[config.mk]
export PLATFORM = sky130hd
export DESIGN_NAME = uge_top
export DESIGN_NICKNAME = d
export VERILOG_FILES = /design/src/uge_pkg.sv /design/src/uge_uart_if.sv /design/src/uge_uart.sv /design/src/uge_top.sv
export SDC_FILE = /design/constraint.sdc
export NUM_CORES = 1
export LEC_CHECK = 0
export ABC_AREA = 1
export BUFFER_PORTS_ARGS = -buffer_cell sky130_fd_sc_hd__buf_2
export CAP_MARGIN = 20
export CORE_MARGIN = 3
export CORE_UTILIZATION = 40
export CTS_BUF_LIST = sky130_fd_sc_hd__clkbuf_8
export CTS_CLUSTER_DIAMETER = 50
export DETAILED_ROUTE_END_ITERATION = 16
export MAX_ROUTING_LAYER = met4
export PLACE_DENSITY_LB_ADDON = 0.2
export SYNTH_ARGS = -nofsm -noshare
export SYNTH_HDL_FRONTEND = slang
export SYNTH_SLANG_ARGS = --single-unit
export TNS_END_PERCENT = 20
[constraint.sdc]
create_clock -name mclk -period 2.45 [get_ports mclk]
set_input_delay 0.3675 -clock mclk [delete_from_list [all_inputs] [get_ports mclk]]
set_output_delay 0.3675 -clock mclk [all_outputs]
set_load 0.005 [all_outputs]
[src/uge_pkg.sv]
/*
  Shared constants and types of the serial GPIO expander.
  Assumes a single 250 MHz system clock drives every block.
*/
package uge_pkg;
  localparam int MCLK_MHZ      = 250;
  localparam int INPUT_CLK_MHZ = 48;
  localparam int UART_CLK_MHZ  = 20;
  localparam int UART_CLK_HZ   = UART_CLK_MHZ * 1000000;
  localparam int BAUD_RATE     = 9600;
  localparam int OVERSAMPLE    = 16;
  localparam int BAUD_DIV_INT  = UART_CLK_HZ / (OVERSAMPLE * BAUD_RATE) - 1;

  localparam logic [7:0] BAUD_DIV    = BAUD_DIV_INT[7:0];
  localparam logic [8:0] ACC_STEP    = 9'(UART_CLK_MHZ);
  localparam logic [8:0] ACC_WRAP    = 9'(MCLK_MHZ);
  localparam logic [3:0] MID_SAMPLE  = 4'h7;
  localparam logic [3:0] LAST_SAMPLE = 4'hf;
  localparam logic [3:0] BITS_8      = 4'h8;
  localparam logic [3:0] BITS_7      = 4'h7;
  localparam logic [3:0] FRAME_EXTRA = 4'h2;
  localparam logic [3:0] SHIFT_W     = 4'h9;

  localparam int NUM_PORTS = 4;
  localparam int PORT_W    = 8;
  localparam int ADDR_MSB  = 7;
  localparam int ADDR_LSB  = 5;
  localparam int ADDR_IDX  = 6;
  localparam int DIR_MSB   = 3;

  localparam logic [2:0] LAST_PORT  = 3'h3;
  localparam logic [7:0] DIR_RESET  = 8'h00;
  localparam logic [7:0] DATA_RESET = 8'h00;
  localparam logic [7:0] READ_NONE  = 8'h00;

  typedef enum logic [1:0] {
    ST_WAIT_ADDR,
    ST_WAIT_DATA,
    ST_SEND_READ,
    ST_WAIT_TX
  } uge_state_t;
endpackage

[src/uge_uart_if.sv]
/*
  Signals between the control logic and the UART core.
  Assumes both ends share mclk and its clock enable.
*/
`timescale 1ns/1ps
interface uge_uart_if;
  logic       tick20;
  logic       char8;
  logic       par_en;
  logic       par_odd;
  logic [7:0] rx_data;
  logic       rx_valid;
  logic       rx_err;
  logic [7:0] tx_data;
  logic       tx_start;
  logic       tx_busy;
  logic       tx_line;

  modport core (
    input  tick20, char8, par_en, par_odd, tx_data, tx_start,
    output rx_data, rx_valid, rx_err, tx_busy, tx_line
  );
  modport ctrl (
    output tick20, char8, par_en, par_odd, tx_data, tx_start,
    input  rx_data, rx_valid, rx_err, tx_busy, tx_line
  );
endinterface

[src/uge_uart.sv]
/*
  UART core with 16x oversampling, 7/8 data bits and optional parity.
  Assumes serial_rx is synchronous to mclk and tick20 marks 20 MHz.
*/
`timescale 1ns/1ps
module uge_uart import uge_pkg::*; #(
  parameter logic [7:0] DIVISOR = BAUD_DIV
) (
  input  wire logic mclk,
  input  wire logic rst,
  input  wire logic ce,
  input  wire logic serial_rx,
  uge_uart_if.core  u
);
  logic [7:0]  baud_cnt;
  logic [3:0]  rx_cnt;
  logic [3:0]  rx_bitn;
  logic [8:0]  rx_shift;
  logic        rx_busy;
  logic [3:0]  tx_cnt;
  logic [3:0]  tx_left;
  logic [10:0] tx_shift;

  wire        baud_wrap = baud_cnt == DIVISOR;
  wire        tick16    = ce && u.tick20 && baud_wrap;
  wire [3:0]  n_data    = u.char8 ? BITS_8 : BITS_7;
  wire [3:0]  n_bits    = n_data + {3'h0, u.par_en};
  wire        rx_mid    = rx_cnt == MID_SAMPLE;
  wire        rx_stop   = rx_bitn == n_bits + 4'h1;
  wire [8:0]  rx_al     = rx_shift >> (SHIFT_W - n_bits);
  wire [7:0]  rx_word   = u.char8 ? rx_al[7:0] : {1'b0, rx_al[6:0]};
  wire        rx_pbit   = rx_al[n_data];
  wire        rx_perr   = u.par_en && ((^rx_word ^ rx_pbit) != u.par_odd);
  wire [7:0]  tx_d      = u.char8 ? u.tx_data : {1'b0, u.tx_data[6:0]};
  wire        tx_p      = u.par_en ? (^tx_d ^ u.par_odd) : 1'b1;
  wire [10:0] tx_frame  = u.char8 ? {1'b1, tx_p, tx_d, 1'b0}
                                  : {2'b11, tx_p, tx_d[6:0], 1'b0};

  // Baud divisor on the 20 MHz enable
  always_ff @(posedge mclk) begin
    if (rst) begin
      baud_cnt <= 8'h00;
    end else if (ce && u.tick20) begin
      baud_cnt <= baud_wrap ? 8'h00 : baud_cnt + 8'h01;
    end
  end

  // Receiver
  always_ff @(posedge mclk) begin
    if (rst) begin
      rx_busy    <= 1'b0;
      rx_cnt     <= 4'h0;
      rx_bitn    <= 4'h0;
      rx_shift   <= 9'h000;
      u.rx_valid <= 1'b0;
      u.rx_err   <= 1'b0;
      u.rx_data  <= 8'h00;
    end else if (ce) begin
      u.rx_valid <= 1'b0;
      if (tick16 && !rx_busy) begin
        rx_busy <= !serial_rx;
        rx_cnt  <= 4'h0;
        rx_bitn <= 4'h0;
      end else if (tick16) begin
        rx_cnt <= rx_cnt + 4'h1;
        if (rx_mid) begin
          rx_bitn <= rx_bitn + 4'h1;
          if (rx_bitn == 4'h0) begin
            rx_busy <= !serial_rx;
          end else if (rx_stop) begin
            rx_busy    <= 1'b0;
            u.rx_valid <= 1'b1;
            u.rx_data  <= rx_word;
            u.rx_err   <= rx_perr || !serial_rx;
          end else begin
            rx_shift <= {serial_rx, rx_shift[8:1]};
          end
        end
      end
    end
  end

  // Transmitter
  always_ff @(posedge mclk) begin
    if (rst) begin
      tx_shift  <= 11'h7ff;
      tx_left   <= 4'h0;
      tx_cnt    <= 4'h0;
      u.tx_busy <= 1'b0;
      u.tx_line <= 1'b1;
    end else if (ce) begin
      u.tx_line <= u.tx_busy ? tx_shift[0] : 1'b1;
      if (!u.tx_busy && u.tx_start) begin
        tx_shift  <= tx_frame;
        tx_left   <= n_bits + FRAME_EXTRA;
        tx_cnt    <= 4'h0;
        u.tx_busy <= 1'b1;
      end else if (u.tx_busy && tick16) begin
        tx_cnt <= tx_cnt + 4'h1;
        if (tx_cnt == LAST_SAMPLE) begin
          tx_shift <= {1'b1, tx_shift[10:1]};
          tx_left  <= tx_left - 4'h1;
          u.tx_busy <= tx_left != 4'h1;
        end
      end
    end
  end
endmodule

[src/uge_top.sv]
/*
  Serial-command GPIO expander: four 8-bit ports behind a UART.
  Assumes port inputs and serial_rx are synchronous to mclk; the
  pad logic combines port_out and port_oe into the pins.
*/
// Summary of operation
// Baud is clock over sixteen times divisor+1
// 20 MHz UART clock, divisor gives 9600
// Width select: 8 bits if 1, else 7
// Parity enable covers receive and transmit
// Parity sense picks odd or even
// Top three bits address the port
// Low four bits are port directions
// Host addresses port as output before write
// Host addresses port as input before read
// After address, one byte written or read
// Write loads only addressed port register
// Port register holds until rewritten
// Read sends addressed port input value
// Four 8-bit ports, serial in and out
// 20 MHz UART timing from input clock
// State machine sequences UART and ports
// First byte address, then data or reply
// Output ports drive, input ports release
// Codes four to seven: no update, zero
// Reset clears data, directions input, idle
`timescale 1ns/1ps
module uge_top import uge_pkg::*; #(
  parameter logic [7:0] DIVISOR = BAUD_DIV
) (
  input  wire logic                              mclk,
  input  wire logic                              rst,
  input  wire logic                              ce,
  input  wire logic                              serial_rx,
  input  wire logic                              character_width_select,
  input  wire logic                              parity_enable,
  input  wire logic                              parity_odd,
  input  wire logic [NUM_PORTS-1:0][PORT_W-1:0] port_in,
  output logic                                   serial_tx,
  output logic      [NUM_PORTS-1:0][PORT_W-1:0] port_out,
  output logic      [NUM_PORTS-1:0][PORT_W-1:0] port_oe,
  output logic                                   rx_error
);
  uge_state_t state;
  uge_state_t next_state;
  logic [7:0] port_select_and_direction;
  logic [7:0] acc;
  logic       tick20;

  uge_uart_if u ();

  uge_uart #(.DIVISOR(DIVISOR)) core (
    .mclk      (mclk),
    .rst       (rst),
    .ce        (ce),
    .serial_rx (serial_rx),
    .u         (u.core)
  );

  // 20 MHz enable from the system clock
  wire [8:0] acc_sum  = {1'b0, acc} + ACC_STEP;
  wire       acc_wrap = acc_sum >= ACC_WRAP;
  wire [8:0] acc_less = acc_sum - ACC_WRAP;
  wire [7:0] next_acc = acc_wrap ? acc_less[7:0] : acc_sum[7:0];

  // Static UART settings
  assign u.tick20  = tick20;
  assign u.char8   = character_width_select;
  assign u.par_en  = parity_enable;
  assign u.par_odd = parity_odd;

  // Current selection
  wire [2:0] sel       = port_select_and_direction[ADDR_MSB:ADDR_LSB];
  wire       sel_ok    = sel <= LAST_PORT;
  wire [1:0] sel_idx   = sel[1:0];
  wire [3:0] dir_bits  = port_select_and_direction[DIR_MSB:0];

  // Incoming byte decode
  wire       byte_ok   = u.rx_valid && !u.rx_err;
  wire [1:0] new_idx   = u.rx_data[ADDR_IDX:ADDR_LSB];
  wire       new_out   = u.rx_data[new_idx];
  wire       in_addr   = state == ST_WAIT_ADDR;
  wire       in_data   = state == ST_WAIT_DATA;
  wire       in_send   = state == ST_SEND_READ;
  wire       in_wait   = state == ST_WAIT_TX;
  wire       addr_take = in_addr && byte_ok;
  wire       data_take = in_data && byte_ok;
  wire       wr_load   = data_take && sel_ok;

  // Read path
  wire [7:0] rd_port   = port_in[sel_idx];
  wire [7:0] rd_word   = sel_ok ? rd_port : READ_NONE;

  assign u.tx_data  = rd_word;
  assign u.tx_start = in_send;

  // Command sequencer
  always_comb begin
    next_state = state;
    unique case (state)
      ST_WAIT_ADDR: begin
        if (byte_ok) begin
          next_state = new_out ? ST_WAIT_DATA : ST_SEND_READ;
        end
      end
      ST_WAIT_DATA: begin
        if (byte_ok) begin
          next_state = ST_WAIT_ADDR;
        end
      end
      ST_SEND_READ: begin
        if (!u.tx_busy) begin
          next_state = ST_WAIT_TX;
        end
      end
      ST_WAIT_TX: begin
        if (!u.tx_busy) begin
          next_state = ST_WAIT_ADDR;
        end
      end
    endcase
  end

  always_ff @(posedge mclk) begin
    if (rst) begin
      state <= ST_WAIT_ADDR;
    end else if (ce) begin
      state <= next_state;
    end
  end

  always_ff @(posedge mclk) begin
    if (rst) begin
      port_select_and_direction <= DIR_RESET;
    end else if (ce && addr_take) begin
      port_select_and_direction <= u.rx_data;
    end
  end

  always_ff @(posedge mclk) begin
    if (rst) begin
      acc    <= 8'h00;
      tick20 <= 1'b0;
    end else if (ce) begin
      acc    <= next_acc;
      tick20 <= acc_wrap;
    end
  end

  always_ff @(posedge mclk) begin
    if (rst) begin
      serial_tx <= 1'b1;
      rx_error  <= 1'b0;
    end else if (ce) begin
      serial_tx <= u.tx_line;
      rx_error  <= u.rx_valid && u.rx_err;
    end
  end

  // Per-port data and drive enables
  for (genvar i = 0; i < NUM_PORTS; i++) begin : g_port
    wire hit = wr_load && (sel_idx == 2'(i));
    always_ff @(posedge mclk) begin
      if (rst) begin
        port_out[i] <= DATA_RESET;
        port_oe[i]  <= {PORT_W{1'b0}};
      end else if (ce) begin
        if (hit) begin
          port_out[i] <= u.rx_data;
        end
        if (addr_take) begin
          port_oe[i] <= {PORT_W{u.rx_data[i]}};
        end
      end
    end
  end
endmodule

==> results.py <==
metrics = {
    "synth": {
        "avgSynthCellArea_um2": 6.92,
        "ys_ff_latch": 107,
        "ys.flop_type": "dfxtp_1",
        "ys_seq_area_share_pct": 37.0,
        "async_flop_share_pct": 0,
        "synth_area_mm2": 0.00579,
        "synth_cell_types": 41,
        "syn_nets": 893,
        "synth-edff-count": 0,
        "synth_cells": 837,
        "synth_warnings": 0,
    },
    "drt": {
        "firstDrtPassIters": 4,
        "wl_per_cell_um": 13.0,
        "viasPerCell": 4.91,
        "ant_nets": 0,
        "drtIter0Drc": 330,
        "num_vias": 5413,
        "route.detailed.drc": 0,
        "drt-total-wl_mm": 14.3,
    },
    "placed_design": {
        "place_inst": 1086,
        "placed_area_mm2": 0.00635,
        "dp_slack_ns": 0.134,
        "io_buffer_count": 104,
        "hpwl_mm": 10.7,
        "place_congestion": 0.841,
    },
    "cts": {
        "clk_latency_ns": 0.38,
        "cts_hold_buf": 0,
        "post_cts_buffers": 0,
        "numCtsBuffers": 9,
        "root_buffer": "clkbuf_8",
        "clk_pin_slew_ns": 0.10,
        "cts_resized": 0,
        "htree_levels": 3,
        "clockBufferDepth": 2,
        "cts_tree": "done",
        "clock-sinks": 107,
    },
    "sta": {
        "setup-violations-final": 0,
        "fin_setup_tns_ns": 0,
        "relSlewSlack_pct": 60.6,
        "tightest_slew_ns": 0.590,
        "fin_skew_ns": 0.00758,
        "timing.hold.ws_ns": 0.243,
        "fmax_mhz": 466,
        "layout_setup_ws_ns": 0.302,
        "fin_crit_ns": 2.15,
        "fin_crit_sh_pct": 87.7,
        "rsz0062_at_grt": "false",
        "finalMaxSlewViolations": 0,
        "hold_viol": 0,
    },
    "critical_path": {
        "slowest_delay_ns": 0.40,
        "start_kind": "flip-flop",
        "slowest_stage": "dfxtp_1",
        "critPathBufInv": 1,
        "crit_path_end_kind": "flip-flop",
        "critical_path.top_delay_family": "simple AND/OR/NAND/NOR gates",
        "worstSetupPathType": "flip-flop to flip-flop",
        "r2r_cells": 10,
        "crit_required_ns": 2.76,
        "cp_cell_sequence": "ha_1 -> nand3_1 -> nor3_1 -> nand2_1 -> nand2_4 -> nand3_2 -> o21ai_2 -> buf_4 -> o21ai_1 -> a41oi_1",
        "cp_max_fo": 12,
        "arrival_ns": 2.45,
        "crit_cells": 10,
    },
    "global_routing": {
        "grt.overflow.total": 0,
        "grt_pass1_wl_mm": 23.8,
        "antenna_found_initial": 0,
        "grt_util_all_layers_pct": 18.5,
        "grt_pass1_vias": 4893,
        "grt_max_degree": 37,
    },
    "hold_path": {
        "whs_path_depth": 3,
        "hp-class": "input port to flip-flop",
    },
    "layout": {
        "final.fill_count": 1476,
        "final_cells": 1102,
        "fin_nets": 973,
        "final_core_util_pct": 46.5,
        "area_growth_pct": 12.8,
        "final_cell_area_mm2": 0.00653,
        "layout-drive-gt1-share_pct": 19.2,
        "antenna_cells": 0,
    },
    "floorplanning": {
        "die_w_um": 126,
        "die_h_um": 126,
        "start_util_pct": 41.2,
        "core-area_mm2": 0.0140,
        "dieArea_mm2": 0.0160,
        "num_rows": 43,
        "io_pins": 105,
    },
    "power": {
        "finalPower_mw": 3.08,
        "power_density_mw_per_mm2": 471,
        "leakagePower_nw": 3.11,
        "ir_drop_mv": 0.276,
    },
    "status": {
        "status": "completed",
    },
    "job": {
        "drv_cap": 0,
    },
}
tightest hold or removal path, delay by kind of cell:
family	cells	cell delay, ns
buffers and inverters	1	0.09
AND/OR/NAND/NOR	1	0.07
AO/OA/AOI/OAI	1	0.06
layout by cell type, fill, tap and decap left out, drive strengths merged, types with 4 or more instances in the layout:
cell type	n
a21oi	86
xor2	13
nand2	171
clkinv	4
nand3	54
ha	17
nand4	5
o211ai	5
xnor2	6
buf	132
nor3b	4
dfxtp	107
inv	90
nor3	19
nor2	71
clkbuf	10
o21ai	106
cell type report:
cell class                 count  area (um^2)  area share, %
sequential                   107         2140           32.8
multi-input combinational    576         2910           44.6
tap                          180          225           3.45
clock buffer                  10          138           2.11
inverter                      91          342           5.23
clock inverter                 6         41.3          0.632
timing repair buffer         132          731           11.2
logic make-up (layout without fill, tap and decap cells):
| group | after synthesis | count (layout) | synth area share [%] |
|---|---|---|---|
| AOI/OAI and AO/OA | 208 | 208 | 18.8 |
| xor gates and xnor gates | 19 | 19 | 2.87 |
| adders and majority gates | 17 | 17 | 3.67 |
| buffers and inverters | 154 | 239 | 12.7 |
| DFF | 107 | 107 | 37.0 |
| and+or+nand+nor | 332 | 332 | 25.0 |
report_power, final:
part / internal, mW / leakage, nW / switching [mW]
Combinational: 0.121 / 2.16 / 0.188
Sequential: 1.75 / 0.864 / 0.00917
Clock: 0.396 / 0.0843 / 0.615
synthesized netlist by cell type (2+ instances only):
cell / n / area share [%]
nand2_2: 3 / 0.32
nor2_2: 9 / 0.97
nand4_1: 4 / 0.43
a31oi_1: 2 / 0.22
buf_4: 37 / 4.8
dfxtp_1: 107 / 37
o21ai_1: 14 / 1.2
inv_2: 8 / 0.52
clkbuf_1: 15 / 0.97
inv_1: 82 / 5.3
or2_1: 2 / 0.22
and3_1: 2 / 0.22
nor2_1: 62 / 4.0
o22ai_1: 2 / 0.22
buf_2: 10 / 0.86
xor2_1: 13 / 2.0
xnor2_1: 6 / 0.91
nand2_1: 167 / 11
nor3_1: 17 / 1.5
o211ai_1: 5 / 0.65
nand3_1: 53 / 4.6
ha_1: 17 / 3.7
nor3_2: 2 / 0.35
a21oi_1: 86 / 7.4
a211oi_1: 3 / 0.39
o21ai_0: 91 / 7.9
nor3b_1: 4 / 0.52
metal layers:
metal	share of wire (%)	global-route usage [%]
met2	47	29.8
met5	0	-
met4	1.4	4.98
met3	3.8	3.58
met1	47	23.9
flip-flops by register name (all words and copies together), names as in the netlist:
| name | flops |
|---|---|
| core.u.rx_valid | 1 |
| core.u.tx_line | 1 |
| core.u.rx_data | 8 |
| core.rx_busy | 1 |
| core.tx_cnt | 4 |
| core.baud_cnt | 8 |
| core.tx_shift | 10 |
| core.rx_bitn | 4 |
| acc | 7 |
| state | 2 |
| core.tx_left | 4 |
| core.u.tx_busy | 1 |
| port_select_and_direction | 7 |
| core.rx_shift | 9 |
| tick20 | 1 |
| rx_error | 1 |
| serial_tx | 1 |
| port_out | 32 |
| core.rx_cnt | 4 |
| core.u.rx_err | 1 |
path summary, 6_finish.rpt:
path	from	endpoint	slack (ns)
max	core.baud_cnt[0]	core.u.tx_busy	0.30
min	serial_rx	core.rx_shift[8]	0.24
min reg2reg	serial_tx	serial_tx	0.46
max reg2reg	core.baud_cnt[0]	core.u.tx_busy	0.30
(Power assumes the default switching activity.)
